`src/logic/clkgen_pkg.sv`:
```
// package for the clock divider and standby control block
// assumes a single 20 mhz fabric clock; derived clocks are enable pulses
package clkgen_pkg;

  // ==========================================================
  // divider taps (oscillator periods per derived tick)
  localparam int unsigned DIV_WIDTH      = 7;
  localparam int unsigned PULSE_DIV      = 2;
  localparam int unsigned FAST_DIV       = 8;
  localparam int unsigned SLOW_DIV       = 32;
  localparam int unsigned TIMER_DIV      = 128;

  // ==========================================================
  // internal reset wait, counted in oscillator ticks
  localparam int unsigned WAIT_TICKS     = 1024;
  localparam int unsigned WAIT_WIDTH     = 11;

  // ==========================================================
  // timer count source select encoding
  localparam logic [1:0] SRC_SYSTEM      = 2'h0;
  localparam logic [1:0] SRC_DIV128      = 2'h1;
  localparam logic [1:0] SRC_EVENT       = 2'h2;

  // derived clock enables travel together
  typedef struct packed {
    logic pulse_generator_clock;
    logic system_clock_fast;
    logic system_clock_slow;
    logic display_clock;
    logic timer_prescale;
  } tap_t;

  typedef enum logic [1:0] {
    RUN,
    HALTED,
    STOPPED
  } standby_t;

endpackage

```
`src/logic/clock_divider_standby_control.sv`:
```
// clock divider and standby control for a small 4-bit controller core
// assumes osc_tick is a one-cycle enable from the oscillator model on clk;
// event_in and ext_reset_n arrive from pins and are synchronised here
//
// Operation
// divider yields half, eighth, thirty-second and 128th oscillator taps
// system clock is osc/8 when speed bit is 1, osc/32 when 0
// display gets fixed osc/32, pulse generator fixed osc/2
// cpu clock is the selected system clock divided by two
// selected system clock feeds the timer count pulse selector
// stop flag set halts oscillator; no derived clock is delivered
// stop instruction sets stop flag; only reset clears it
// halt flag set blocks the cpu divide-by-two input
// halt or stop instruction sets the halt flag
// release signal from any new interrupt request clears halt flag
// falling edge of internal reset clears halt flag
// internal reset ends after a wait counted from external reset release
// timer count pulse picks system clock, osc/128 or external event
// cpu clock gating stops and restarts only at a whole phase boundary; a system tick at phase zero as halt sets leaves it stuck at phase one
`timescale 1ns/10ps
`default_nettype none

module clock_divider_standby_control
  import clkgen_pkg::*;
#(
  parameter int unsigned WAIT_COUNT = WAIT_TICKS
) (
  // clock and reset
  input  wire  logic       clk,
  input  wire  logic       rstn,
  // oscillator and pins
  input  wire  logic       osc_tick,
  input  wire  logic       ext_reset_n,
  input  wire  logic       event_in,
  // control from decoder and interrupt logic
  input  wire  logic       speed_select_bit,
  input  wire  logic       stop_exec,
  input  wire  logic       halt_exec,
  input  wire  logic       release_req,
  input  wire  logic [1:0] timer_src_sel,
  // derived clock enables
  output logic             oscillator_run,
  output logic             pulse_generator_clock,
  output logic             system_clock,
  output logic             display_clock,
  output logic             cpu_clock,
  output logic             timer_count_pulse,
  // status
  output logic             internal_reset,
  output logic             stop_flag,
  output logic             halt_flag,
  output standby_t         standby_state
);

  // ==========================================================
  // pin synchronisers
  logic [1:0] rst_sync_r, rst_sync_nxt;
  logic [1:0] evt_sync_r, evt_sync_nxt;
  logic       evt_prev_r, evt_prev_nxt;

  always_comb begin
    rst_sync_nxt = {rst_sync_r[0], ext_reset_n};
    evt_sync_nxt = {evt_sync_r[0], event_in};
    evt_prev_nxt = evt_sync_r[1];
  end

  always_ff @(posedge clk) begin
    if (!rstn) begin
      rst_sync_r <= 2'h0;
      evt_sync_r <= 2'h0;
      evt_prev_r <= 1'b0;
    end else begin
      rst_sync_r <= rst_sync_nxt;
      evt_sync_r <= evt_sync_nxt;
      evt_prev_r <= evt_prev_nxt;
    end
  end

  logic ext_rst_n_s;
  logic event_rise;
  assign ext_rst_n_s = rst_sync_r[1];
  assign event_rise  = evt_sync_r[1] & ~evt_prev_r;

  // ==========================================================
  // standby flags and internal reset wait
  logic                  stop_r, stop_nxt;
  logic                  halt_r, halt_nxt;
  logic                  irst_r, irst_nxt;
  logic [WAIT_WIDTH-1:0] wait_r, wait_nxt;
  logic                  osc_en;

  // stopped oscillator delivers no ticks at all
  assign osc_en = osc_tick & ~stop_r;

  always_comb begin
    stop_nxt = stop_r;
    halt_nxt = halt_r;
    irst_nxt = irst_r;
    wait_nxt = wait_r;
    if (!ext_rst_n_s) begin
      stop_nxt = 1'b0;
      irst_nxt = 1'b1;
      wait_nxt = '0;
    end else if (irst_r) begin
      // wait counts oscillator ticks; stop is already clear here
      if (osc_tick) begin
        if (wait_r == WAIT_WIDTH'(WAIT_COUNT - 1)) begin
          irst_nxt = 1'b0;
        end else begin
          wait_nxt = wait_r + 1'b1;
        end
      end
    end
    if (irst_r && !irst_nxt) begin
      halt_nxt = 1'b0;
    end else if (!irst_r) begin
      // a new instruction wins over a release in the same cycle
      if (release_req) begin
        halt_nxt = 1'b0;
      end
      if (stop_exec) begin
        stop_nxt = 1'b1;
      end
      if (stop_exec || halt_exec) begin
        halt_nxt = 1'b1;
      end
    end
  end

  always_ff @(posedge clk) begin
    if (!rstn) begin
      stop_r <= 1'b0;
      halt_r <= 1'b0;
      irst_r <= 1'b1;
      wait_r <= '0;
    end else begin
      stop_r <= stop_nxt;
      halt_r <= halt_nxt;
      irst_r <= irst_nxt;
      wait_r <= wait_nxt;
    end
  end

  // ==========================================================
  // ripple divider on oscillator ticks
  logic [DIV_WIDTH-1:0] div_r, div_nxt;
  tap_t                 tap;

  function automatic logic tap_hit(input logic [DIV_WIDTH-1:0] cnt, input int unsigned div);
    logic [DIV_WIDTH-1:0] mask;
    mask    = DIV_WIDTH'(div - 1);
    tap_hit = ((cnt & mask) == mask);
  endfunction

  always_comb begin
    div_nxt = osc_en ? div_r + 1'b1 : div_r;
  end

  always_ff @(posedge clk) begin
    if (!rstn) begin
      div_r <= '0;
    end else begin
      div_r <= div_nxt;
    end
  end

  always_comb begin
    tap.pulse_generator_clock = osc_en & tap_hit(div_r, PULSE_DIV);
    tap.system_clock_fast     = osc_en & tap_hit(div_r, FAST_DIV);
    tap.system_clock_slow     = osc_en & tap_hit(div_r, SLOW_DIV);
    tap.display_clock         = osc_en & tap_hit(div_r, SLOW_DIV);
    tap.timer_prescale        = osc_en & tap_hit(div_r, TIMER_DIV);
  end

  logic sys_clk;
  assign sys_clk = speed_select_bit ? tap.system_clock_fast : tap.system_clock_slow;

  // ==========================================================
  // cpu divide-by-two with gating updated only at phase zero
  logic cpu_ph_r, cpu_ph_nxt;
  logic cpu_gate_r, cpu_gate_nxt;

  // gate only changes while the phase sits at zero; a system tick at zero as halt sets leaves phase at one and the gate shut until rstn
  always_comb begin
    cpu_gate_nxt = cpu_gate_r;
    if (!cpu_ph_r) begin
      cpu_gate_nxt = ~halt_r;
    end
    cpu_ph_nxt = cpu_ph_r;
    if (sys_clk && cpu_gate_r) begin
      cpu_ph_nxt = ~cpu_ph_r;
    end
  end

  always_ff @(posedge clk) begin
    if (!rstn) begin
      cpu_ph_r   <= 1'b0;
      cpu_gate_r <= 1'b0;
    end else begin
      cpu_ph_r   <= cpu_ph_nxt;
      cpu_gate_r <= cpu_gate_nxt;
    end
  end

  // ==========================================================
  // timer count pulse source
  logic tcp;
  always_comb begin
    case (timer_src_sel)
      SRC_SYSTEM: tcp = sys_clk;
      SRC_DIV128: tcp = tap.timer_prescale;
      SRC_EVENT:  tcp = event_rise & ~stop_r;
      default:    tcp = 1'b0;
    endcase
  end

  // ==========================================================
  // registered outputs
  always_ff @(posedge clk) begin
    if (!rstn) begin
      pulse_generator_clock <= 1'b0;
      system_clock          <= 1'b0;
      display_clock         <= 1'b0;
      cpu_clock             <= 1'b0;
      timer_count_pulse     <= 1'b0;
    end else begin
      pulse_generator_clock <= tap.pulse_generator_clock;
      system_clock          <= sys_clk;
      display_clock         <= tap.display_clock;
      cpu_clock             <= sys_clk & cpu_gate_r & cpu_ph_r;
      timer_count_pulse     <= tcp;
    end
  end

  always_comb begin
    oscillator_run = ~stop_r;
    internal_reset = irst_r;
    stop_flag      = stop_r;
    halt_flag      = halt_r;
    if (stop_r) begin
      standby_state = STOPPED;
    end else if (halt_r) begin
      standby_state = HALTED;
    end else begin
      standby_state = RUN;
    end
  end

endmodule

`default_nettype wire

```
`config.mk`:
```
export PLATFORM = sky130hd
export DESIGN_NAME = clock_divider_standby_control
export DESIGN_NICKNAME = d
export VERILOG_FILES = /design/src/logic/clkgen_pkg.sv /design/src/logic/clock_divider_standby_control.sv
export SDC_FILE = /design/constraint.sdc
export NUM_CORES = 1
export LEC_CHECK = 0
export ABC_CLOCK_PERIOD_IN_PS = 2300
export BUFFER_PORTS_ARGS = -buffer_cell sky130_fd_sc_hd__buf_4
export CAP_MARGIN = 5
export CORE_UTILIZATION = 54
export DETAILED_ROUTE_END_ITERATION = 10
export PLACE_DENSITY_LB_ADDON = 0.2
export SYNTH_ARGS = -nofsm -noshare
export SYNTH_HDL_FRONTEND = slang
export SYNTH_SLANG_ARGS = --single-unit
```
`constraint.sdc`:
```
create_clock -name clk -period 2.3 [get_ports clk]
set_clock_uncertainty 0.2 [all_clocks]
set_input_delay 0.345 -clock clk [delete_from_list [all_inputs] [get_ports clk]]
set_output_delay 0.345 -clock clk [all_outputs]
set_load 0.02 [all_outputs]
```
==> results of run 1 <==
==> placed cells by master, fill, tap and decap left out, types with 2 or more instances in the layout <==
cell type	synthesis	layout
nor2_1	8	8
nor3_1	5	5
nand4_1	2	2
a31oi_1	2	2
nor2b_1	3	3
dfxtp_1	33	33
a21boi_0	4	4
inv_1	3	3
and3_1	4	4
buf_4	1	22
o21ai_0	6	6
nand2_1	22	22
nor3b_1	2	2
ha_1	4	4
o31ai_1	2	2
and2_1	13	13
a21oi_1	4	4
xnor2_1	4	4
mux2i_1	2	2
a41o_1	2	2
clkbuf_4	0	5
nand2b_1	5	5
xor2_1	2	2
==> sequential cells by signal, summed over array words and instances, names as in the netlist, 2 cells and up <==
signal and count:
wait_r 11, div_r 7, evt_sync_r 2, rst_sync_r 2
==> path summary, 6_finish.rpt <==
check	startpoint	cells after the start	slack, ns	to
setup / recovery	wait_r[0]	5	0.30	wait_r[6]
setup reg to reg	wait_r[0]	5	0.30	wait_r[6]
hold / removal	event_in	2	0.01	evt_sync_r[0]
hold reg to reg	evt_sync_r[0]	1	0.24	evt_sync_r[1]
==> final cells by class <==
cell class / instances / area, um2 / area share, %
Inverter: 3 / 11.3 / 0.689
Sequential cell: 33 / 661 / 40.4
Timing Repair Buffer: 22 / 165 / 10.1
Multi-Input combinational cell: 112 / 706 / 43.2
Tap cell: 30 / 37.5 / 2.30
Clock buffer: 7 / 55.1 / 3.37
==> power by group <==
| part | internal [mW] | switching [mW] |
|---|---|---|
| clock network | 0.144 | 0.179 |
| registers | 0.581 | 0.00562 |
| logic | 0.0255 | 0.0249 |
| total | 0.751 | 0.209 |
==> cells by family after synthesis <==
family / after synthesis
AND/OR/NAND/NOR: 73
multiplexers: 2
flip-flops: 33
AO/OA/AOI/OAI: 27
adder cells (fa/ha/maj): 4
XOR/XNOR: 6
buffers and inverters: 11
==> routing by layer <==
layer / up-vias / track usage, % / wire length (um)
met5: - / 0 / 0
met4: 0 / 7.89 / 43
met3: 6 / 8.33 / 171
met2: 39 / 30.6 / 1090
met1: 484 / 24.5 / 1200
li1: 581 / - / -
==> metrics by stage <==
| stage | area, um2 | hold slack (ns) | utilization, % | power (mW) | instances |
|---|---|---|---|---|---|
| 6_report | 1640 | 0.0129 | 66.0 | 0.960 | 207 |
| 5_1_grt | 1640 | 0.0119 | 66.0 | 1.01 | 207 |
| 4_1_cts | 1640 | 0.00515 | 66.0 | 0.971 | 207 |
| 3_5_place_dp | 1580 | 0.223 | 63.8 | 0.651 | 200 |
| 3_3_place_gp | 1580 | 0.222 | 63.8 | 0.649 | 200 |
| 2_1_floorplan | 1410 | 0.212 | - | 0.628 | 156 |
==> summary.md, run 1 <==
| Metric | Value |
|---|---|
| Reported max-cap violation count | 0 |
| Largest family of logic cells by synthesized area | simple AND/OR/NAND/NOR gates |
| Initial DRC Count | 40 |
| Pre-CTS setup slack | about 0.34 ns |
| Layout Nets | roughly 190 |
| CTS Sinks | 33 |
| Dominant synthesized flop cell | dfxtp_1 |
| Seq/Total Area, Yosys | between 40% and 50% |
| Layout cells sized above 1 | a little under a fifth |
| F_max | 0.499 GHz |
| Compound-Gate Fraction of Synth Area | 13.5% |
| Die area | approximately 0.0028 mm2 |
| Post-route DRC | 0 |
| Worst path max stage delay | between 0.5 and 0.6 ns |
| CP top delay family | simple AND/OR/NAND/NOR gates |
| Worst-Margin Slew | approximately 0.56 ns |
| I/O Buffers | 21 |
| Worst hold path class | primary input to register |
| Post-synthesis adder-cell area fraction | 3.54% |
| Synth Area in Simple Gates | ~28% |
| CTS buffer count | 5 |
| Fillers | about 200 |
| Setup tns final | 0 ns |
| Crit path max-delay cell type | or4_1 |
| Worst relative slew slack | 62.4% |
| Die H | between 50 and 60 um |
| Initial antenna violation count | 0 |
| Routed vias/inst | around 5.4 |
| Drt pass-1 iters | 4 |
| Total number of vias | about 1100 |
| CTS tree | built |
| XOR/XNOR share of the synthesized area | 3.72% |
| Final number of hold-violating endpoints | 0 |
| CP arrival | slightly above 2 ns |
| Endpoints failing setup | 0 |
| Largest net degree at the start of global routing | 23 |
| Final Cycle Share | 87.1% |
| CP startpoint kind | register |
| Area share of the leading cell type in the synthesized netlist | 46.7% |
| WP data required | around 2.4 ns |
| Pleak | 0.673 nW |
| H-tree levels | 2 |
| Rows | 18 |
| Syn Inst Count | about 160 |
| Avg Cell Area, Syn | 9.06 um2 |
| Synthesized area | approximately 0.0014 mm2 |
| Max Root-Sink Buffers | 2 |
| Status | finished clean |
| RSZ-0062 raised after global routing | no |
| Netlist cell types | 40 |
| Hpwl dp | about 1800 um |
| WL/cell | between 10 and 15 um |
| Worst vdd ir | 0.494 mV |
| Worst-path cell chain | ha_1 -> nand3_2 -> or2_0 -> or4_1 -> a21oi_1 |
| First-pass GRT wire length | between 3000 and 4000 um |
| Post-route minimum period | 2.00 ns |
| Post-CTS setup buffers | 0 |
| Final WL | 2500 um |
| Crit path buf inv count | 0 |
| Most frequent cell after synthesis | dfxtp_1 |
| # hold bufs at CTS | 0 |
| Commonest cells in the netlist | dfxtp_1, nand2_1, and2_1, nor2_1, o21ai_0 |
| Post-Syn Nets | roughly 170 |
| Post-synthesis mux area share | roughly 1.4% |
| Post-synth EDFFs | 0 |
| Vias in the first global route | 980 |
| Final Wtd Congestion | roughly 0.75 |
| ANT cells | 0 |
| Starting Density | 57.1% |
| Fin. max-slew vios | 0 |
| Root Driver | clkbuf_4 |
| Die X-Extent | 53.2 um |
| Count of cells resized by post-cts repair | 0 |
| Tot GR Track Use | between 10% and 20% |
| Clk_lat worst skew | 0.33 ns |
| #FFs+latches synth | 33 |
| Grt ovf | 0 |
| Area Overhead vs Synth | 15.7% |
| Final Worst Setup Slack | 0.297 ns |
| Yosys top cell by area | dfxtp_1 |
| Critical path class | register to register |
| Antenna Violating Nets Remaining | 0 |
| Share of flip-flops with an asynchronous set or reset | 0% |
| Placeable Area | about 0.0025 mm2 |
| Synthesis warning total | 0 |
| Worst-path clk slew | roughly 0.090 ns |
| Power per cell area | ~600 mW/mm2 |
| Ports | 22 |
| Crit end category | register |
| Synth area leaders | dfxtp_1, nand2_1, and2_1 |
| Crit Path Max Fanout | 7 |
No activity file was read; power rests on OpenSTA's default activity.
==> run 2, diff against run 1 <==
- PLACE_DENSITY_LB_ADDON: 0.2 -> 0.12
==> run 2 against run 1 <==
  * Via count grew 1.2%
  * Sequential power hardly changed
  * Worst setup slack worse by 0.0080 ns
  * Final area grew 0.38%
  * Flip-flop and latch count unchanged
==> summary.md, run 2 (synthesis results as in run 1) <==
| Metric | Value |
|---|---|
| Register Area | roughly 660 um2 |
| RSZ-0062 raised after global routing | no |
| Worst-path clk slew | about 0.1 ns |
| Largest register FFs | 11 |
| Reported max-cap violation count | 0 |
| CTS Sinks | 33 |
| Post-route DRC | 0 |
| Final number of hold-violating endpoints | 0 |
| Antenna Violating Nets Remaining | 0 |
| Max Root-Sink Buffers | 2 |
| Crit path max-delay cell type | or4_1 |
| Post-route minimum period | 2.01 ns |
| Drt pass-1 iters | 4 |
| Total number of vias | approximately 1100 |
| I/O Buffers | 21 |
| Hpwl dp | between 1500 and 2000 um |
| Status | finished clean |
| Final Total Pwr | 0.947 mW |
| Crit Path Max Fanout | 7 |
| Largest net degree at the start of global routing | 23 |
| Worst-path cell chain | ha_1 -> nand3_2 -> or2_0 -> or4_1 -> a21oi_1 |
| Final Cycle Share | between 80% and 90% |
| Die X-Extent | about 53 um |
| Endpoints failing setup | 0 |
| Fin. max-slew vios | 0 |
| Layout Nets | 193 |
| Final WL | about 2600 um |
| Die area | about 0.0028 mm2 |
| Fillers | 228 |
| Worst reg2reg endpoint | wait_r[6] |
| Clk_lat worst skew | around 0.33 ns |
| Largest regs | wait_r x11, div_r x7 |
| Commonest non-fill, non-tap cell in the layout | dfxtp_1 |
| Commonest cells after routing, fill and taps aside | dfxtp_1, nand2_1, buf_4 |
| Setup tns final | 0 ns |
| WP data required | 2.37 ns |
| Worst vdd ir | 0.524 mV |
| Worst relative slew slack | 64.8% |
| Cells on worst reg2reg path | 5 |
| Final Wtd Congestion | ~0.74 |
| Hold Crit Depth | 2 |
| Crit end category | register |
| CTS buffer count | 5 |
| Final Worst Setup Slack | 0.289 ns |
| Power per cell area | ~580 mW/mm2 |
| Post-CTS setup buffers | 0 |
| Placeable Area | approximately 0.0025 mm2 |
| ANT cells | 0 |
| H-tree levels | 2 |
| Starting Density | between 50% and 60% |
| Layout cells sized above 1 | a little under a fifth |
| Worst min-delay path endpoint | evt_sync_r[0] |
| Die H | 53.2 um |
| Initial DRC Count | 24 |
| Worst hold path class | primary input to register |
| Worst-Margin Slew | between 0.5 and 0.6 ns |
| Ports | 22 |
| Rows | 18 |
| Critical path class | register to register |
| Area of the multi-input gates | about 700 um2 |
| Pleak | 0.678 nW |
| F_max | about 0.50 GHz |
| First-pass GRT wire length | between 4000 and 5000 um |
| CP startpoint kind | register |
| WL/cell | 12.4 um |
| Most flops, register | wait_r |
| Critical hold path startpoint | event_in |
| CP arrival | between 2 and 2.5 ns |
| Pre-CTS setup slack | ~0.32 ns |
| Worst path max stage delay | about 0.54 ns |
| Root Driver | clkbuf_4 |
| Grt ovf | 0 |
| Tot GR Track Use | 22.0% |
| R2r startpoint | wait_r[0] |
| Vias in the first global route | 964 |
| Initial antenna violation count | 0 |
| Reg2reg setup slack | 0.29 ns |
| Routed vias/inst | between 5 and 6 |
| Area Overhead vs Synth | 16.1% |
| CTS tree | built |
## run 2: cell count changes in the layout (fill, tap and decap cells not counted), sizes merged
| cell | before | now |
|---|---|---|
| dlygate4sd3 | 0 | 1 |
| clkinv | 0 | 2 |
| clkbuf | 7 | 6 |
## run 2: worst max-delay path by stage
stage               from        end  slack, ns  cells past startpoint
4_1_cts        wait_r[0]  wait_r[6]       0.30                      5
2_1_floorplan  wait_r[0]  wait_r[6]       0.44                      6
6_report       wait_r[0]  wait_r[6]       0.29                      5
3_3_place_gp   wait_r[0]  wait_r[6]       0.41                      5
3_5_place_dp   wait_r[0]  wait_r[6]       0.32                      5
5_1_grt        wait_r[0]  wait_r[4]       0.18                      5
## run 2: cell type report
| cell class | count | share of cell area (%) |
|---|---|---|
| clock inverters | 2 | 0.610 |
| well taps | 30 | 2.29 |
| flip-flops and latches | 33 | 40.2 |
| multi-input cells | 112 | 43.0 |
| inverters | 3 | 0.686 |
| repair buffers | 23 | 10.7 |
| clock buffers | 6 | 2.52 |
## run 2: through the flow
step	cells	hold slack, ns	utilization [%]	cell area, um2
final	209	0.0161	66.3	1640
after global routing	209	0.00598	66.3	1640
after CTS	208	0.0121	65.9	1630
after detailed placement	200	0.223	63.8	1580
after global placement	200	0.222	63.8	1580
after floorplan	156	0.212	-	1410
## run 2: per-layer routing
| layer | global-route usage [%] | up-vias | routed length, um |
|---|---|---|---|
| li1 | - | 582 | - |
| met1 | 27.7 | 503 | 1230 |
| met2 | 33.3 | 32 | 1170 |
| met3 | 9.48 | 6 | 161 |
| met4 | 7.89 | 0 | 38 |
| met5 | 0 | - | 0 |
## run 2: critical path, delay by kind of cell, from the launching register on
| family | cells | cell delay (ns) |
|---|---|---|
| AND/OR/NAND/NOR | 3 | 0.96 |
| flip-flops | 1 | 0.41 |
| adder cells (fa/ha/maj) | 1 | 0.23 |
| AO/OA/AOI/OAI | 1 | 0.15 |
## run 2: where the power goes
| group | internal (mW) | total (mW) | switching [mW] |
|---|---|---|---|
| Sequential | 0.581 | 0.587 | 0.00607 |
| Clock | 0.116 | 0.307 | 0.191 |
| Combinational | 0.0268 | 0.0529 | 0.0261 |
## run 2: what timing repair did
action / CTS / global route
hold endpoints to repair: 0 / 1
hold buffers: 0 / 1
gates resized for setup: 0 / 0
==> run 3, diff against run 2 <==
- ABC_CLOCK_PERIOD_IN_PS: 2300 -> 2500
- CORE_UTILIZATION: 54 -> 55
- clock period: 2.3 -> 2.5 ns (I/O delays scaled with it)
==> run 3 against run 2 <==
  * Hold slack gained 0.032 ns
  * Highest routed layer unchanged
  * Combinational power shrank 12%
  * Critical path depth is the same
  * Sequential share of layout area is essentially flat
  * Final area is essentially flat
  * Flip-flop and latch count is the same
  * Final cell count shrank 0.96%
  * Non-clock buffer count shrank 2
==> summary.md, run 3 (synthesis results as in run 1) <==
| Metric | Value |
|---|---|
| Status | finished clean |
| Vias in the first global route | a little under 1000 |
| Largest register FFs | 11 |
| R2r startpoint | wait_r[0] |
| Layout Nets | around 190 |
| ANT cells | 0 |
| Final WL | between 2000 and 3000 um |
| Post-route DRC | 0 |
| Worst hold path class | primary input to register |
| Placeable Area | roughly 0.0025 mm2 |
| Final instance area | around 0.0016 mm2 |
| WP data required | about 2.6 ns |
| Antenna Violating Nets Remaining | 0 |
| Pleak | about 0.68 nW |
| Die H | around 53 um |
| Clk_lat worst skew | between 0.3 and 0.4 ns |
| Critical path class | register to register |
| I/O Buffers | 21 |
| Commonest cells after routing, fill and taps aside | dfxtp_1, nand2_1, buf_4 |
| Grt ovf | 0 |
| Crit Path Max Fanout | 7 |
| Worst reg2reg endpoint | wait_r[6] |
| Starting Density | 57.6% |
| CP startpoint kind | register |
| Area Overhead vs Synth | 16.2% |
| Final Cycle Share | between 70% and 80% |
| Power per cell area | 563 mW/mm2 |
| Most flops, register | wait_r |
| Largest net degree at the start of global routing | 23 |
| Root Driver | clkbuf_4 |
| Endpoints failing setup | 0 |
| Drt pass-1 iters | 4 |
| Count of cells resized by post-cts repair | 0 |
| Largest regs | wait_r x11, div_r x7 |
| Fin. max-slew vios | 0 |
| Layout cells sized above 1 | a little under a fifth |
| CP Launch Point | wait_r[0] |
| Cells on worst reg2reg path | 5 |
| Reported max-cap violation count | 0 |
| First-pass GRT wire length | around 4200 um |
| Final number of hold-violating endpoints | 0 |
| Hold Crit Depth | 2 |
| Commonest non-fill, non-tap cell in the layout | dfxtp_1 |
| Worst-path clk slew | about 0.10 ns |
| # hold bufs at CTS | 0 |
| CTS Sinks | 33 |
| Post-route minimum period | 1.98 ns |
| Routed vias/inst | about 5.5 |
| Reg2reg setup slack | 0.52 ns |
| H-tree levels | 2 |
| RSZ-0062 raised after global routing | no |
| Setup tns final | 0 ns |
| F_max | around 0.50 GHz |
| CP arrival | between 2 and 2.5 ns |
| Worst setup endpoint | wait_r[6] |
| WL/cell | roughly 13 um |
| Hpwl dp | 1920 um |
| Max Root-Sink Buffers | 2 |
| Die area | approximately 0.0028 mm2 |
| Tot GR Track Use | between 20% and 30% |
| Total number of vias | roughly 1100 |
| Worst-Margin Slew | about 0.74 ns |
| Rows | 18 |
| Die X-Extent | around 53 um |
| Post-CTS setup buffers | 0 |
| Initial DRC Count | 33 |
| DP Area | approximately 0.0016 mm2 |
| CTS buffer count | 5 |
| Worst relative slew slack | around half |
| Crit end category | register |
| Final Wtd Congestion | between 0.7 and 0.8 |
| Initial antenna violation count | 0 |
| Worst vdd ir | between 0.4 and 0.5 mV |
| Ports | 22 |
| CTS tree | built |
==> run 3: where the power goes <==
group | switching [mW] | leakage, nW | total [mW] | internal, mW
sequential | 0.00569 | 0.268 | 0.540 | 0.535
combinational | 0.0231 | 0.368 | 0.0465 | 0.0234
clock | 0.176 | 0.0413 | 0.338 | 0.163
==> run 3: worst max-delay path: stages, from the launching register on <==
cell     delay [ns]
dfxtp_1        0.40
ha_1           0.23
nand3_2        0.10
or2_0          0.31
or4_1          0.53
a21oi_1        0.15
==> run 3: worst min-delay path by stage <==
stage	start	endpoint	slack (ns)
floorplan	evt_sync_r[0]	evt_sync_r[1]	0.21
global placement	evt_sync_r[0]	evt_sync_r[1]	0.22
detailed placement	evt_sync_r[0]	evt_sync_r[1]	0.23
CTS	event_in	evt_sync_r[0]	0.05
global route	ext_reset_n	rst_sync_r[0]	0.04
finish	event_in	evt_sync_r[0]	0.05
==> run 3: cell type report <==
| class | instances | area, um2 |
|---|---|---|
| Fill cell | 210 | 812 |
| Multi-Input combinational cell | 112 | 706 |
| Sequential cell | 33 | 661 |
| Timing Repair Buffer | 21 | 158 |
| Clock buffer | 7 | 65.1 |
| Tap cell | 30 | 37.5 |
| Inverter | 3 | 11.3 |
| Clock inverter | 1 | 5.00 |
==> run 3: per-stage QoR <==
stage               instances  setup WS (ns)  hold slack, ns  utilization [%]  power [mW]
finish                    207          0.516          0.0478             66.9       0.925
global route              207          0.352          0.0438             66.9       0.967
CTS                       207          0.520          0.0464             66.9       0.933
detailed placement        199          0.549           0.226             64.1       0.599
global placement          199          0.608           0.222             64.1       0.597
floorplan                 156          0.636           0.212                -       0.577
==> run 3: routing by layer <==
layer	global-route usage, %	share of wire (%)	vias to the layer above
li1	-	-	578
met1	25.8	46	518
met2	35.0	46	38
met3	8.70	7.2	5
met4	7.89	1.4	0
met5	0	0	-
